--- config.mk ---
export PLATFORM = sky130hd
export DESIGN_NAME = pcie_device_control_status
export DESIGN_NICKNAME = d
export VERILOG_FILES = /design/src/pcie_dcs_pkg.sv /design/src/pcie_device_control_status.sv
export VERILOG_INCLUDE_DIRS = /design/src
export SDC_FILE = /design/constraint.sdc
export NUM_CORES = 1
export LEC_CHECK = 0
export CAP_MARGIN = 20
export CORE_MARGIN = 5
export CORE_UTILIZATION = 56
export CTS_CLUSTER_DIAMETER = 80
export CTS_CLUSTER_SIZE = 30
export DETAILED_ROUTE_END_ITERATION = 6
export DONT_BUFFER_PORTS = 1
export GPL_ROUTABILITY_DRIVEN = 0
export GPL_TIMING_DRIVEN = 0
export PLACE_DENSITY_LB_ADDON = 0.2
export SLEW_MARGIN = 10
export SYNTH_ARGS = -nofsm -noshare
export SYNTH_HDL_FRONTEND = slang
export SYNTH_SLANG_ARGS = --single-unit
--- constraint.sdc ---
create_clock -name clock -period 1.8 [get_ports clock]
set_input_delay 0.27 -clock clock [delete_from_list [all_inputs] [get_ports clock]]
set_output_delay 0.27 -clock clock [all_outputs]
set_load 0.01 [all_outputs]
--- src/pcie_dcs_params.svh ---
`ifndef PCIE_DCS_PARAMS_SVH
`define PCIE_DCS_PARAMS_SVH
// Behaviour
// - Control bits 0-3 are read-write error reporting enables, reset to zero.
// - Bit 4 relaxed ordering reads zero; no originated request carries that attribute.
// - Payload field bits 7:5; code 1 is 256 bytes, all others 128.
// - Bit 8 picks tag range 0-31 or 0-255 in sequential-tag debug.
// - Bit 9 phantom function enable always reads zero.
// - Bit 11 no snoop reads zero; never originated, forwarded attribute left untouched.
// - Bits 14:12 read request size read zero and change nothing.
// - Status bits 0-3 latch errors regardless of enables, write-one clears, reset zero.
// - Status bit 4 shows that auxiliary power is detected.
// - Status bit 5 transactions pending always reads zero.
// - Capability register advertises supported payload code 1, meaning 256 bytes.

// ----------------------------------------
// Register indexes (byte address = 4 x index)
// ----------------------------------------
`define IDX_DEV_CAP    10'h044
`define IDX_DEV_CTL    10'h048
`define IDX_DEV_STS    10'h04A
`define IDX_IRQ_STAT   10'h060
`define IDX_IRQ_MASK   10'h061
`define IDX_TL_CTL     10'h062

// ----------------------------------------
// Field positions
// ----------------------------------------
`define POS_REPORT_EN  0
`define POS_PAYLOAD    5
`define POS_EXT_TAG    8
`define POS_AUX_PM     10
`define POS_SEQ_TAG    0

// ----------------------------------------
// Reset and fixed values
// ----------------------------------------
`define RST_REPORT_EN  4'h0
`define RST_PAYLOAD    3'h0
`define RST_IRQ_MASK   4'h0
`define RST_TAG        8'h00
`define SUPPORTED_PAYLOAD_CODE 3'h1
`define PAYLOAD_CODE_256 3'h1
`define PAYLOAD_BYTES_128 9'h080
`define PAYLOAD_BYTES_256 9'h100
`define TAG_MASK_SHORT 8'h1F
`define TAG_MASK_LONG  8'hFF

`endif

--- src/pcie_dcs_pkg.sv ---
package pcie_dcs_pkg;

   // ----------------------------------------
   // Error events, one bit per class
   // ----------------------------------------
   typedef struct packed {
      logic unsupported_request;
      logic fatal;
      logic nonfatal;
      logic correctable;
   } err_s;

   // ----------------------------------------
   // Device control layout
   // ----------------------------------------
   typedef struct packed {
      logic       reserved;
      logic [2:0] read_request_size;
      logic       no_snoop_enable;
      logic       aux_power_pm_enable;
      logic       phantom_function_enable;
      logic       extended_tag_enable;
      logic [2:0] payload_size_select;
      logic       relaxed_order_enable;
      logic [3:0] report_enable;
   } dev_control_s;

   // ----------------------------------------
   // Device status layout
   // ----------------------------------------
   typedef struct packed {
      logic [9:0] reserved;
      logic       transactions_pending;
      logic       aux_power_present;
      logic [3:0] error_flag;
   } dev_status_s;

   // APB access phase
   typedef enum logic [1:0] {
      APB_IDLE = 2'b00,
      APB_DONE = 2'b01
   } apb_phase_e;

endpackage : pcie_dcs_pkg

--- src/pcie_device_control_status.sv ---
`include "pcie_dcs_params.svh"

module pcie_device_control_status
   import pcie_dcs_pkg::*;
(
   input  wire logic        clock,
   input  wire logic        reset,
   input  wire logic        aux_reset,
   input  wire logic [11:0] paddr,
   input  wire logic        psel,
   input  wire logic        penable,
   input  wire logic        pwrite,
   input  wire logic [31:0] pwdata,
   input  wire logic [3:0]  pstrb,
   output logic      [31:0] prdata,
   output logic             pready,
   output logic             pslverr,
   input  wire err_s        error_event,
   input  wire logic        aux_power_present,
   input  wire logic        tag_request,
   output err_s             report_event,
   output logic [8:0]       payload_bytes,
   output logic [7:0]       seq_tag,
   output logic             relaxed_order_attr,
   output logic             no_snoop_attr,
   output logic             irq
);

   // ----------------------------------------
   // Helpers
   // ----------------------------------------

   // Word-aligned match against a register index
   function automatic logic addr_hit(input logic [11:0] a, input logic [9:0] idx);
      addr_hit = (a[11:2] == idx) && (a[1:0] == 2'h0);
   endfunction : addr_hit

   // Keeps a tag inside the selected range
   function automatic logic [7:0] tag_wrap(input logic [7:0] t, input logic ext);
      tag_wrap = t & (ext ? `TAG_MASK_LONG : `TAG_MASK_SHORT);
   endfunction : tag_wrap

   // Reserved payload codes fall back to the smallest size
   function automatic logic [8:0] payload_of(input logic [2:0] code);
      payload_of = (code == `PAYLOAD_CODE_256) ? `PAYLOAD_BYTES_256 : `PAYLOAD_BYTES_128;
   endfunction : payload_of

   // ----------------------------------------
   // State
   // ----------------------------------------
   apb_phase_e  phase_q, phase_d;
   logic [31:0] prdata_q, prdata_d;
   logic        pready_q, pready_d;
   logic        pslverr_q, pslverr_d;
   logic [3:0]  report_en_q, report_en_d;
   logic [2:0]  payload_sel_q, payload_sel_d;
   logic        ext_tag_q, ext_tag_d;
   logic        seq_tag_en_q, seq_tag_en_d;
   logic [3:0]  irq_mask_q, irq_mask_d;
   logic [3:0]  err_flag_q, err_flag_d;
   logic [3:0]  irq_stat_q, irq_stat_d;
   logic        aux_seen_q, aux_seen_d;
   logic        irq_q, irq_d;
   logic        aux_pm_q, aux_pm_d;
   logic        rst_seen_q;
   logic [7:0]  tag_q, tag_d;
   err_s        report_q, report_d;
   logic [8:0]  payload_q, payload_d;

   logic         hit_cap, hit_ctl, hit_sts;
   logic         hit_istat, hit_imask, hit_tl;
   logic         hit_any, commit, wr_commit, rd_commit;
   logic [3:0]   events;
   logic [31:0]  read_word;
   dev_control_s ctl_view;
   dev_status_s  sts_view;

   // ----------------------------------------
   // Address decode and read view
   // ----------------------------------------

   // Decode is purely from paddr, which the master holds steady
   always_comb begin
      hit_cap   = addr_hit(paddr, `IDX_DEV_CAP);
      hit_ctl   = addr_hit(paddr, `IDX_DEV_CTL);
      hit_sts   = addr_hit(paddr, `IDX_DEV_STS);
      hit_istat = addr_hit(paddr, `IDX_IRQ_STAT);
      hit_imask = addr_hit(paddr, `IDX_IRQ_MASK);
      hit_tl    = addr_hit(paddr, `IDX_TL_CTL);
      hit_any   = hit_cap | hit_ctl | hit_sts | hit_istat | hit_imask | hit_tl;
      events    = error_event;
   end

   // Hardwired fields are built as constants so writes can never reach them
   always_comb begin
      ctl_view                         = '0;
      ctl_view.report_enable           = report_en_q;
      ctl_view.relaxed_order_enable    = 1'b0;
      ctl_view.payload_size_select     = payload_sel_q;
      ctl_view.extended_tag_enable     = ext_tag_q;
      ctl_view.phantom_function_enable = 1'b0;
      ctl_view.aux_power_pm_enable     = aux_pm_q;
      ctl_view.no_snoop_enable         = 1'b0;
      ctl_view.read_request_size       = 3'h0;
      sts_view                         = '0;
      sts_view.error_flag              = err_flag_q;
      sts_view.aux_power_present       = aux_seen_q;
      sts_view.transactions_pending    = 1'b0;
   end

   // Read mux; narrow registers sit in the low bits
   always_comb begin
      read_word = 32'h0000_0000;
      if (hit_cap) begin
         read_word[2:0] = `SUPPORTED_PAYLOAD_CODE;
      end
      if (hit_ctl) begin
         read_word[15:0] = ctl_view;
      end
      if (hit_sts) begin
         read_word[15:0] = sts_view;
      end
      if (hit_istat) begin
         read_word[3:0] = irq_stat_q;
      end
      if (hit_imask) begin
         read_word[3:0] = irq_mask_q;
      end
      if (hit_tl) begin
         read_word[`POS_SEQ_TAG] = seq_tag_en_q;
      end
   end

   // ----------------------------------------
   // APB slave
   // ----------------------------------------

   // One wait state keeps pready and prdata straight from flops
   always_comb begin
      phase_d   = phase_q;
      prdata_d  = prdata_q;
      pready_d  = 1'b0;
      pslverr_d = 1'b0;
      commit    = 1'b0;
      unique case (phase_q)
         APB_IDLE: begin
            if (psel && penable) begin
               phase_d   = APB_DONE;
               pready_d  = 1'b1;
               pslverr_d = ~hit_any;
               prdata_d  = pwrite ? 32'h0000_0000 : read_word;
            end
         end
         APB_DONE: begin
            phase_d = APB_IDLE;
            commit  = psel && penable;
         end
         default: begin
            phase_d = APB_IDLE;                             // Unused codes recover to idle
         end
      endcase
      // Misses never commit, so refused accesses change no state
      wr_commit = commit && pwrite && hit_any;
      rd_commit = commit && !pwrite && hit_any;
   end

   // Bus handshake registers
   always_ff @(posedge clock or posedge reset) begin
      if (reset) begin
         phase_q   <= APB_IDLE;
         prdata_q  <= 32'h0000_0000;
         pready_q  <= 1'b0;
         pslverr_q <= 1'b0;
      end else begin
         phase_q   <= phase_d;
         prdata_q  <= prdata_d;
         pready_q  <= pready_d;
         pslverr_q <= pslverr_d;
      end
   end

   // ----------------------------------------
   // Control registers
   // ----------------------------------------

   // Only the writable fields are stored; byte lanes gate each half
   always_comb begin
      report_en_d   = report_en_q;
      payload_sel_d = payload_sel_q;
      ext_tag_d     = ext_tag_q;
      seq_tag_en_d  = seq_tag_en_q;
      irq_mask_d    = irq_mask_q;
      if (wr_commit && hit_ctl && pstrb[0]) begin
         report_en_d   = pwdata[`POS_REPORT_EN +: 4];
         payload_sel_d = pwdata[`POS_PAYLOAD +: 3];
      end
      if (wr_commit && hit_ctl && pstrb[1]) begin
         ext_tag_d = pwdata[`POS_EXT_TAG];
      end
      if (wr_commit && hit_tl && pstrb[0]) begin
         seq_tag_en_d = pwdata[`POS_SEQ_TAG];
      end
      if (wr_commit && hit_imask && pstrb[0]) begin
         irq_mask_d = pwdata[3:0];
      end
   end

   // Fundamental reset clears every enable except the sticky aux power enable
   always_ff @(posedge clock or posedge reset) begin
      if (reset) begin
         report_en_q   <= `RST_REPORT_EN;
         payload_sel_q <= `RST_PAYLOAD;
         ext_tag_q     <= 1'b0;
         seq_tag_en_q  <= 1'b0;
         irq_mask_q    <= `RST_IRQ_MASK;
      end else begin
         report_en_q   <= report_en_d;
         payload_sel_q <= payload_sel_d;
         ext_tag_q     <= ext_tag_d;
         seq_tag_en_q  <= seq_tag_en_d;
         irq_mask_q    <= irq_mask_d;
      end
   end

   // ----------------------------------------
   // Sticky aux power enable
   // ----------------------------------------

   // Marks the first cycle after a fundamental reset
   always_ff @(posedge clock or posedge reset) begin
      if (reset) begin
         rst_seen_q <= 1'b1;
      end else begin
         rst_seen_q <= 1'b0;
      end
   end

   // A reset without aux power clears it one cycle late, since an async
   // reset may not look at the aux power pin
   always_comb begin
      aux_pm_d = aux_pm_q;
      if (rst_seen_q && !aux_power_present) begin
         aux_pm_d = 1'b0;
      end
      // A write in the release cycle still wins, as software asked for it
      if (wr_commit && hit_ctl && pstrb[1]) begin
         aux_pm_d = pwdata[`POS_AUX_PM];
      end
   end

   // Only the aux-domain power-on reset touches this flop
   always_ff @(posedge clock or posedge aux_reset) begin
      if (aux_reset) begin
         aux_pm_q <= 1'b0;
      end else begin
         aux_pm_q <= aux_pm_d;
      end
   end

   // ----------------------------------------
   // Status flags and interrupt
   // ----------------------------------------

   // New events win over a clear in the same cycle
   always_comb begin
      err_flag_d = err_flag_q;
      irq_stat_d = irq_stat_q;
      if (wr_commit && hit_sts && pstrb[0]) begin
         err_flag_d = err_flag_q & ~pwdata[3:0];
      end
      // Clear only what the read returned, so an event caught after the
      // read data was latched is not lost
      if (rd_commit && hit_istat) begin
         irq_stat_d = irq_stat_q & ~prdata_q[3:0];
      end
      err_flag_d = err_flag_d | events;
      irq_stat_d = irq_stat_d | events;
      irq_d      = |(irq_stat_d & irq_mask_d);
      aux_seen_d = aux_power_present;
   end

   // Flags log errors whatever the reporting enables say
   always_ff @(posedge clock or posedge reset) begin
      if (reset) begin
         err_flag_q <= 4'h0;
         irq_stat_q <= 4'h0;
         irq_q      <= 1'b0;
         aux_seen_q <= 1'b0;
      end else begin
         err_flag_q <= err_flag_d;
         irq_stat_q <= irq_stat_d;
         irq_q      <= irq_d;
         aux_seen_q <= aux_seen_d;
      end
   end

   // ----------------------------------------
   // Datapath outputs
   // ----------------------------------------

   // Gated reports, payload limit and debug tag counter
   always_comb begin
      report_d  = err_s'(events & report_en_q);
      payload_d = payload_of(payload_sel_q);
      tag_d     = seq_tag_en_q ? tag_wrap(tag_q, ext_tag_q) : `RST_TAG;
      if (seq_tag_en_q && tag_request) begin
         tag_d = tag_wrap(tag_q + 8'h01, ext_tag_q);
      end
   end

   // Output flops
   always_ff @(posedge clock or posedge reset) begin
      if (reset) begin
         report_q  <= '0;
         payload_q <= `PAYLOAD_BYTES_128;
         tag_q     <= `RST_TAG;
      end else begin
         report_q  <= report_d;
         payload_q <= payload_d;
         tag_q     <= tag_d;
      end
   end

   // Attribute outputs are fixed low: never relaxed order, never no snoop
   always_ff @(posedge clock or posedge reset) begin
      if (reset) begin
         relaxed_order_attr <= 1'b0;
         no_snoop_attr      <= 1'b0;
      end else begin
         relaxed_order_attr <= 1'b0;
         no_snoop_attr      <= 1'b0;
      end
   end

   // Every output is a plain copy of its flop, so no logic follows the register
   assign prdata        = prdata_q;
   assign pready        = pready_q;
   assign pslverr       = pslverr_q;
   assign report_event  = report_q;
   assign payload_bytes = payload_q;
   assign seq_tag       = tag_q;
   assign irq           = irq_q;

endmodule : pcie_device_control_status

==> key figures, run 1 <==
Run status
  – Status: finished clean

Timing
  – RSZ-0062 raised after global routing: yes
  – Actual slew at the worst max-slew pin: 0.573 ns
  – Period utilization: 97.1%
  – Final hold violation count: 0
  – Max-slew headroom: 61.8%
  – Peak Freq: 0.572 GHz
  – Min Clock Period, post-route: 1.75 ns
  – Clock Skews: 0.00450 ns
  – Slew Limit Fails: 0
  – Final setup fails: 0

Cells and area
  – Layout cells sized above 1: 27.7%
  – Filler-free cell count of the finished design: 337
  – Most common cell after layout, fill and taps aside: dfrtp_1
  – Design area: 2980 um2
  – NumNets Final: 345
  – N_diodes: 0
  – Fin util: 68.0%
  – Fillcell total: 359
  – Area grow syn2layout: 16.3%
  – Commonest non-fill, non-tap cells in the layout: dfrtp_1, buf_4, conb_1, nand2_1, mux2_2

Power and ir drop
  – Pwr dens: 680 nW/um2
  – Pleak: 1.42 nW
  – Max VDD drop: 0.000507 V

Floorplan
  – Die area: 6030 um2
  – I/O pins: 118
  – Initial Util: 58.5%
  – Die X: 77.7 um
  – Die Y: 77.7 um
  – FP Rows: 24
  – Area of the core: 4380 um2

Flow run
  – Max-Cap Viols: 0

Critical path
  – Max Fanout on Critical Path: 5
  – CP required: 2.00 ns
  – CP max stage cell: or4_4
  – Critical Path AT: 1.95 ns
  – Crit path capture type: flip-flop
  – Setup crit start kind: flip-flop
  – Crit Path Class: reg -> reg
  – Crit-path cells: nand4_1 -> buf_6 -> or4_4 -> o32ai_4 -> a21oi_2 -> a221o_1
  – Peak per-stage delay on the critical path: 0.52 ns

CTS
  – CTS tree: built
  – Clock slew at reported path FFs: 0.09 ns
  – Worst-skew pair later-pin latency: 0.30 ns
  – Longest Clk Path Bufs: 2
  – Num CTS Buffers: 5
  – CTS root buf: clkbuf_8
  – H-tree depth: 2
  – CTS sink count: 52

Routing
  – DR DRC count: 0
  – 1st-iter DRT viols: 115
  – Total vias in the final route: 1792
  – DRT antenna net count: 0
  – WL final: 5680 um
  – DR WL/cell: 16.8 um
  – Via density: 5.32
  – Drt first pass iters: 4

Hold path
  – Hold WC Path Type: in -> reg

Place
  – Placement Cell Area: 2780 um2
  – Placed wire-length estimate: 4280 um
  – Cell total after placement: 322
  – Port Buffer Count: 0

Logic synthesis
  – Post-synth top area share: 48.8%
  – Area fraction in compound gates after synthesis: 11.1%
  – Mapped Cells: 238
  – XOR/XNOR Fraction of Synth Area: 2.05%
  – Mux contribution to synthesized area: 6.49%
  – Main synth FF type: dfrtp_1
  – FFs w/ async S/R, synth: 100%
  – Synth Area in Simple Gates: 17.3%
  – Adder-Cell Fraction of Synth Area: 0.488%
  – Ys Warns: 0
  – Synth unique cells: 50
  – Post-synth EDFFs: 0
  – Area contributors post-synth: dfrtp_1, buf_4, mux2_2, nand2_1, and2_1
  – Post-synthesis average cell area: 10.8 um2
  – Seq cells post-synth: 52
  – Cell area after synthesis: 2560 um2
  – Share of the yosys chip area belonging to registers: 50.9%
  – Largest family of logic cells by synthesized area: simple AND/OR/NAND/NOR gates
  – Leading area contributor after synthesis: dfrtp_1

GRT
  – Number of global-route vias before repair: 1807
  – Largest net degree at the start of global routing: 31
  – Antenna violations before repair: 0
  – GRT Total Usage: 19.0%
  – Grt ovf: 0
  – Met3 Use GR: 9.14%
  – Met2 Use GR: 29.5%
  – Met1 Use GR: 23.3%
  – First-pass GRT wire length: 9070 um
  – Grt peak-use layer: met2
[cell families after synthesis]
group | Yosys count
other | 1
adders and majority gates | 1
AOI/OAI and AO/OA | 39
and+or+nand+nor | 77
buffers and inverters | 47
xor gates and xnor gates | 6
muxes | 15
DFF | 52
[sequential cells by signal (all words and copies together), names as in the netlist]
name	flops
prdata	10
seq_tag	8
err_flag_q	4
irq_mask_q	4
irq_stat_q	4
report_en_q	4
report_event	4
payload_sel_q	3
payload_bytes	2
aux_pm_q	1
aux_seen_q	1
ext_tag_q	1
irq	1
phase_q	1
pready	1
pslverr	1
rst_seen_q	1
seq_tag_en_q	1
[per-layer routing]
layer  share of wire [%]  routed length [um]  up-vias
met3                  12                 665       14
met5                   0                   0        -
met2                  48                2710       81
li1                    -                   -      848
met4                 2.4                 137        0
met1                  38                2160      849
[metrics by stage]
step	total power [mW]	TNS, ns	worst slack, ns	hold WS [ns]
3_5_place_dp	1.36	-4.93	-0.289	0.00792
4_1_cts	2.03	0	0.0268	0.0445
6_report	2.03	0	0.0524	0.0481
3_3_place_gp	1.35	-14.76	-0.274	0.000864
2_1_floorplan	1.34	-0.0334	-0.0334	-0.00129
5_1_grt	2.11	-0.0195	-0.0195	0.0451
[critical path, delay by kind of cell (launching register included)]
kind                   cells  cell delay, ns
and+or+nand+nor            2            0.62
buffers and inverters      1            0.16
AOI/OAI and AO/OA          3            0.49
DFF                        1            0.37
[area by class of cell]
| class | instances | area (um2) | area share [%] |
|---|---|---|---|
| multi-input combinational | 170 | 1140 | 38.2 |
| timing repair buffer | 8 | 83.8 | 2.81 |
| clock buffer | 6 | 82.6 | 2.77 |
| clock inverter | 2 | 10.0 | 0.336 |
| inverter | 11 | 41.3 | 1.39 |
| buffer | 36 | 256 | 8.61 |
| sequential | 52 | 1300 | 43.7 |
| tap | 52 | 65.1 | 2.18 |
[synthesized netlist by cell type (3+ instances only)]
| library cell | instances |
|---|---|
| nor3_1 | 4 |
| nor2b_1 | 6 |
| dfrtp_1 | 50 |
| inv_1 | 11 |
| nor3b_1 | 3 |
| nand4_1 | 6 |
| nand2_1 | 22 |
| xnor2_1 | 4 |
| mux2_2 | 13 |
| and2_1 | 10 |
| a21o_1 | 7 |
| o21ai_0 | 6 |
| o31ai_1 | 3 |
| a21oi_1 | 6 |
| a22o_1 | 5 |
| buf_4 | 31 |
| nor2_1 | 7 |
| nand3_1 | 3 |
[worst paths after layout]
kind	startpoint	to	slack [ns]	cells past startpoint
setup / recovery	phase_q[0]	irq	0.05	6
hold / removal	error_event[3]	err_flag_q[3]	0.05	1
setup reg to reg	phase_q[0]	irq	0.05	6
hold reg to reg	payload_sel_q[0]	payload_bytes[7]	0.46	1
max in group asynchronous	reset	prdata[2]	0.84	3
min in group asynchronous	aux_reset	aux_pm_q	0.23	2
[power breakdown]
group          leakage [nW]  switching [mW]  total (mW)  internal [mW]
logic                 0.699          0.0959       0.169         0.0733
registers             0.673         0.00403        1.18           1.17
clock network        0.0510           0.370       0.678          0.307
total                  1.42           0.470        2.03           1.55
[what timing repair did]
action	CTS	global route
setup buffers	3	1
pin swaps	2	1
resized for setup	0	11
hold buffers	3	0
setup endpoints to repair	5	18
endpoints found under the hold margin	21	0
Note: power is estimated with default switching activity, not from simulation.
==> run 2, diff against run 1 <==
--- a/config.mk
+++ b/config.mk
@@ -16,6 +16,7 @@
 export GPL_ROUTABILITY_DRIVEN = 0
 export GPL_TIMING_DRIVEN = 0
 export PLACE_DENSITY_LB_ADDON = 0.2
+export SETUP_SLACK_MARGIN = 0.4
 export SLEW_MARGIN = 10
 export SYNTH_ARGS = -nofsm -noshare
 export SYNTH_HDL_FRONTEND = slang
==> run 2 against run 1 <==
Compared with the run above: die area unchanged; via count up 4.6%; wire length grew 5.8%; count of clock-buffer cells in the layout is the same; clock power is essentially flat.
==> key figures, run 2 (same netlist as run 1, synthesis figures left out) <==
Floorplan
  – Initial Util: 58.5% (unchanged)
  – FP Rows: 24 (unchanged)
  – Die X: 77.7 um (unchanged)
  – Die Y: 77.7 um (unchanged)
  – I/O pins: 118 (unchanged)
  – Die area: 6030 um2 (unchanged)
  – Area of the core: 4380 um2 (unchanged)

GRT
  – Number of global-route vias before repair: 1867 (+3.3%)
  – First-pass GRT wire length: 9250 um (+2.0%)
  – Largest net degree at the start of global routing: 52 (+68%)
  – Grt ovf: 0 (unchanged)
  – GRT Total Usage: 19.2% (+0.28 points)
  – Antenna violations before repair: 0 (unchanged)

Critical path
  – Crit path capture type: flip-flop
  – Peak per-stage delay on the critical path: 0.50 ns (-0.02 ns)
  – FF-to-FF path depth: 6 (unchanged)
  – Reg2reg end: irq
  – Critical Path AT: 1.97 ns (+0.02 ns)
  – Max Fanout on Critical Path: 3 (-2)
  – CP max stage cell: or4_4
  – R2R setup slack: 0.02 ns (-0.03 ns)
  – Reg2Reg Launch Point: phase_q[0]
  – CP required: 1.99 ns (about the same)
  – Crit Path Class: reg -> reg
  – Setup crit start kind: flip-flop
  – Crit-path cells: nand4_1 -> buf_4 -> or4_4 -> o32ai_2 -> a21oi_1 -> a221o_1

Timing
  – Slew Limit Fails: 0 (unchanged)
  – Actual slew at the worst max-slew pin: 0.507 ns (-0.0661 ns)
  – RSZ-0062 raised after global routing: yes
  – Period utilization: 98.7% (+1.6 points)
  – Hold slack: 0.0518 ns (+0.00370 ns)
  – Final setup fails: 0 (unchanged)
  – Setup ws final: 0.0235 ns (-0.0289 ns)
  – Final hold violation count: 0 (unchanged)
  – Clock Skews: 0.00617 ns (+0.00167 ns)
  – Peak Freq: 0.563 GHz (-1.6%)
  – Max-slew headroom: 66.1% (+4.3 points)
  – Min Clock Period, post-route: 1.78 ns (+0.0289 ns)

Run status
  – Status: finished clean

Hold path
  – WHS Endpoint: err_flag_q[3]
  – Worst Hold Path Cells: 1 (unchanged)
  – Hold WC Path Type: in -> reg
  – Hold_sp: error_event[3]

Power and ir drop
  – Max VDD drop: 0.000498 V (-1.8%)
  – Overall Power: 2.04 mW (+0.71%)
  – Pwr dens: 641 nW/um2 (-5.6%)
  – Pleak: 1.53 nW (+7.2%)

Cells and area
  – Max reg flops: 10 (unchanged)
  – Layout cells sized above 1: 34.5% (+6.7 points)
  – Most common cell after layout, fill and taps aside: dfrtp_1
  – Commonest non-fill, non-tap cells in the layout: dfrtp_1, buf_4, conb_1, nand2_1
  – N_diodes: 0 (unchanged)
  – Area grow syn2layout: 24.1%
  – Fin util: 72.5% (+4.6 points)
  – NumNets Final: 356 (+3.2%)
  – Fillcell total: 310 (-14%)

CTS
  – Num CTS Buffers: 5 (unchanged)
  – Clock slew at reported path FFs: 0.09 ns (about the same)
  – Longest Clk Path Bufs: 2 (unchanged)
  – Worst-skew pair later-pin latency: 0.30 ns (about the same)
  – CTS sink count: 52 (unchanged)
  – H-tree depth: 2 (unchanged)
  – CTS tree: built
  – CTS root buf: clkbuf_8

Flow run
  – Max-Cap Viols: 0 (unchanged)

Routing
  – DR DRC count: 0 (unchanged)
  – DRT antenna net count: 0 (unchanged)
  – Via density: 5.39 (+1.3%)
  – Total vias in the final route: 1875 (+4.6%)
  – Drt first pass iters: 7 (+3)
  – WL final: 6010 um (+5.8%)
  – 1st-iter DRT viols: 96 (-17%)
  – DR WL/cell: 17.3 um (+2.4%)

Place
  – Placement Setup Slack: -0.327 ns (-0.0380 ns)
  – Placed wire-length estimate: 4090 um (-4.4%)
  – Port Buffer Count: 0 (unchanged)
run 2: through the flow:
step	TNS, ns	cells	area [um2]
global placement	-4.69	321	2780
global route	-0.0356	348	3180
finish	0	348	3180
floorplan	-0.0334	269	2710
detailed placement	-5.43	321	2780
CTS	0	341	3070
run 2: what timing repair did:
action	4_1_cts	5_1_grt
hold buffers	2	1
hold endpoints to repair	2	20
endpoints found under the setup margin	32	31
cloned	0	0
buffers inserted	10	5
pin swaps	12	14
resized for setup	26	17
run 2: area by class of cell:
type | instances | area, um2 | share of cell area [%]
plain buffers | 36 | 269 | 8.46
clock buffers | 6 | 82.6 | 2.60
clock inverters | 2 | 10.0 | 0.315
inverters | 11 | 45.0 | 1.42
multi-input cells | 170 | 1220 | 38.5
flip-flops and latches | 52 | 1310 | 41.1
well taps | 52 | 65.1 | 2.05
repair buffers | 19 | 178 | 5.59
run 2: critical path, delay by kind of cell (launching register included):
| family | cells | cell delay [ns] |
|---|---|---|
| buffers and inverters | 1 | 0.18 |
| AO/OA/AOI/OAI | 3 | 0.49 |
| flip-flops | 1 | 0.38 |
| AND/OR/NAND/NOR | 2 | 0.62 |
run 2: report_power, final:
part           internal [mW]  switching, mW  leakage [nW]  total [mW]
clock network          0.307          0.368        0.0510       0.676
registers               1.17        0.00429         0.668        1.18
logic                 0.0808          0.104         0.806       0.185
run 2: how the worst max path moves through the flow:
stage | startpoint | to | cells after the start
floorplan | paddr[11] | irq | 6
global placement | pwrite | irq | 6
detailed placement | pwrite | irq | 6
CTS | phase_q[0] | irq | 6
global route | phase_q[0] | irq | 6
finish | phase_q[0] | irq | 6
run 2: per-layer routing:
metal	vias up	wire length, um	track usage (%)
met5	-	0	0
met4	0	131	6.19
met3	17	689	7.06
met2	99	2960	31.4
met1	887	2230	23.7
li1	872	-	-
==> run 3, diff against run 2 <==
--- a/config.mk
+++ b/config.mk
@@ -6,9 +6,10 @@
 export SDC_FILE = /design/constraint.sdc
 export NUM_CORES = 1
 export LEC_CHECK = 0
+export ABC_AREA = 1
 export CAP_MARGIN = 20
 export CORE_MARGIN = 5
-export CORE_UTILIZATION = 56
+export CORE_UTILIZATION = 57
 export CTS_CLUSTER_DIAMETER = 80
 export CTS_CLUSTER_SIZE = 30
 export DETAILED_ROUTE_END_ITERATION = 6
==> run 3 against run 2 <==
Compared with the run above: combinational power is 54% higher; critical path type unchanged; first-iteration DRC count up 34%; sequential share of layout area decreased by 0.59 points; maximum frequency grew 29%; utilization fell by 3.8 points; highest routed layer unchanged; hold slack improved by 0.0031 ns; synthesized area increased by 6.6%.
==> key figures, run 3 <==
CTS
  – Clock slew at reported path FFs: 0.09 ns (about the same)
  – H-tree depth: 2 (unchanged)
  – Worst-skew pair later-pin latency: 0.31 ns (about the same)
  – CTS root buf: clkbuf_8
  – CTS tree: built
  – CTS sink count: 52 (unchanged)
  – Longest Clk Path Bufs: 2 (unchanged)
  – Num CTS Buffers: 5 (unchanged)

Hold path
  – Hold WC Path Type: in -> reg

Routing
  – Via density: 5.02 (-6.8%)
  – 1st-iter DRT viols: 129 (+34%)
  – WL final: 5980 um (-0.35%)
  – DR WL/cell: 14.1 um (-18%)
  – DRT antenna net count: 0 (unchanged)
  – Drt first pass iters: 4 (-3)
  – Total vias in the final route: 2125 (+13%)
  – DR DRC count: 0 (unchanged)

Timing
  – Final setup fails: 0 (unchanged)
  – Min Clock Period, post-route: 1.38 ns (-0.398 ns)
  – Peak Freq: 0.725 GHz (+29%)
  – Final hold violation count: 0 (unchanged)
  – RSZ-0062 raised after global routing: yes
  – Clock Skews: 0.00626 ns (+0.0000900 ns)
  – Total Neg Setup Slack: 0 ns (unchanged)
  – Slew Limit Fails: 0 (unchanged)
  – Period utilization: 76.6% (-22 points)

Floorplan
  – Die Y: 79.3 um (+2.1%)
  – Die X: 79.3 um (+2.1%)
  – Die area: 6280 um2 (+4.1%)
  – I/O pins: 118 (unchanged)
  – FP Rows: 25 (+4.2%)
  – Initial Util: 58.3% (-0.21 points)
  – Area of the core: 4690 um2 (+7.0%)

Logic synthesis
  – Share of the yosys chip area belonging to registers: 47.7% (-3.2 points)
  – XOR/XNOR Fraction of Synth Area: 0.961% (-1.1 points)
  – Top-count cell post-synth: nand2_1
  – Mux contribution to synthesized area: 0% (-6.5 points)
  – Leading area contributor after synthesis: dfrtp_1
  – Top cells by count, synth: nand2_1, dfrtp_1, inv_1, buf_4, nor2_1
  – Post-synth top area share: 45.8% (-3.0 points)
  – Synth Area in Simple Gates: 24.9% (+7.6 points)
  – Main synth FF type: dfrtp_1
  – Area fraction in compound gates after synthesis: 9.89% (-1.2 points)
  – Largest family of logic cells by synthesized area: simple AND/OR/NAND/NOR gates
  – Area contributors post-synth: dfrtp_1, nand2_1, buf_4, inv_1, nand3_1
  – Adder-Cell Fraction of Synth Area: 0.458% (-0.030 points)
  – Seq cells post-synth: 52 (unchanged)
  – FFs w/ async S/R, synth: 100% (unchanged)
  – Synth unique cells: 29 (-42%)
  – Ys Warns: 0 (unchanged)
  – Post-synth EDFFs: 0 (unchanged)
  – Post-synthesis average cell area: 8.52 um2 (-21%)
  – Cell area after synthesis: 2730 um2 (+6.6%)
  – Mapped Cells: 321 (+35%)

GRT
  – Antenna violations before repair: 0 (unchanged)
  – Largest net degree at the start of global routing: 52 (unchanged)
  – Number of global-route vias before repair: 2092 (+12%)
  – First-pass GRT wire length: 9600 um (+3.8%)
  – GRT Total Usage: 19.7% (+0.48 points)
  – Grt ovf: 0 (unchanged)

Critical path
  – Critical Path AT: 1.63 ns (-0.34 ns)
  – Peak per-stage delay on the critical path: 0.42 ns (-0.08 ns)
  – Crit Path Class: reg -> reg
  – Worst path most repeated cell: nor2_2
  – Setup crit start kind: flip-flop
  – CP required: 2.05 ns (+0.06 ns)
  – CP max stage cell: dfrtp_1
  – Crit-path cells: nor2_2 -> inv_2 -> nor2_2 -> a32o_1
  – Crit path capture type: flip-flop
  – Max Fanout on Critical Path: 10 (+7)

Run status
  – Status: finished clean

Cells and area
  – Most common cell after layout, fill and taps aside: nand2_1
  – N_diodes: 0 (unchanged)
  – Area grow syn2layout: 18.0%
  – Commonest non-fill, non-tap cells in the layout: nand2_1, dfrtp_1, inv_1, buf_4, conb_1
  – NumNets Final: 429 (+21%)
  – Fillcell total: 380 (+23%)
  – Max reg flops: 10 (unchanged)
  – Multi-input logic area: 1190 um2 (-2.4%)
  – Layout cells sized above 1: 26.3% (-8.2 points)
  – Storage cell area: 1310 um2 (unchanged)

Place
  – Placed wire-length estimate: 4580 um (+12%)
  – Port Buffer Count: 0 (unchanged)

Flow run
  – Max-Cap Viols: 0 (unchanged)

Power and ir drop
  – Pleak: 1.72 nW (+13%)
  – Max VDD drop: 0.000497 V (-0.14%)
  – Overall Power: 2.46 mW (+21%)
  – Pwr dens: 762 nW/um2 (+19%)
==> run 3: timing repair <==
action / 4_1_cts / 5_1_grt
cloned: 0 / 1
pin swaps: 1 / 4
hold buffers: 2 / 1
buffers inserted: 1 / 3
hold endpoints to repair: 2 / 11
resized for setup: 5 / 10
endpoints found under the setup margin: 24 / 24
==> run 3: cell type report <==
cell class | count | share of cell area, %
Buffer | 33 | 7.72
Sequential cell | 52 | 40.5
Tap cell | 54 | 2.09
Clock buffer | 7 | 2.99
Inverter | 50 | 6.24
Multi-Input combinational cell | 218 | 37.0
Clock inverter | 1 | 0.931
Timing Repair Buffer | 8 | 2.48
==> run 3: path summary, 6_finish.rpt <==
check	start	to	slack (ns)	cells after the start
min reg2reg	err_flag_q[0]	err_flag_q[0]	0.48	2
max in group asynchronous	reset	rst_seen_q	0.89	3
min in group asynchronous	aux_reset	aux_pm_q	0.22	2
max reg2reg	phase_q[0]	prdata[4]	0.42	4
min	error_event[3]	report_event[3]	0.05	2
max	phase_q[0]	prdata[4]	0.42	4
==> run 3: critical path: cells and delay by family (launching register included) <==
family / cells / cell delay, ns
flops: 1 / 0.42
buf+inv: 1 / 0.17
simple gates: 2 / 0.53
compound gates: 1 / 0.21
==> run 3: metrics by stage <==
| step | hold WS (ns) | utilization (%) | instances | cell area [um2] | setup WS, ns |
|---|---|---|---|---|---|
| 2_1_floorplan | -0.00129 | - | 352 | 2910 | 0.296 |
| 6_report | 0.0550 | 68.8 | 423 | 3230 | 0.421 |
| 4_1_cts | 0.0562 | 67.1 | 417 | 3150 | 0.394 |
| 5_1_grt | 0.0570 | 68.8 | 423 | 3230 | 0.338 |
| 3_5_place_dp | 0.000675 | 63.4 | 406 | 2970 | 0.0243 |
| 3_3_place_gp | -0.000000444 | 63.4 | 406 | 2970 | 0.0592 |
==> run 3: report_power, final <==
group	internal, mW	total [mW]	switching (mW)	leakage, nW
Sequential	1.22	1.30	0.0766	0.656
Combinational	0.115	0.285	0.169	1.00
Clock	0.491	0.875	0.384	0.0645
==> run 3: layer usage <==
layer | global-route usage (%) | part of all wire, % | up-vias
li1 | - | - | 1050
met1 | 21.6 | 38 | 982
met2 | 35.3 | 52 | 79
met3 | 6.69 | 7.8 | 14
met4 | 7.04 | 2.0 | 0
met5 | 0 | 0 | -
==> run 3: cell families after synthesis <==
family,after synthesis
adders and majority gates,1
xor gates and xnor gates,3
buffers and inverters,83
DFF,52
AOI/OAI and AO/OA,42
other,1
and+or+nand+nor,139
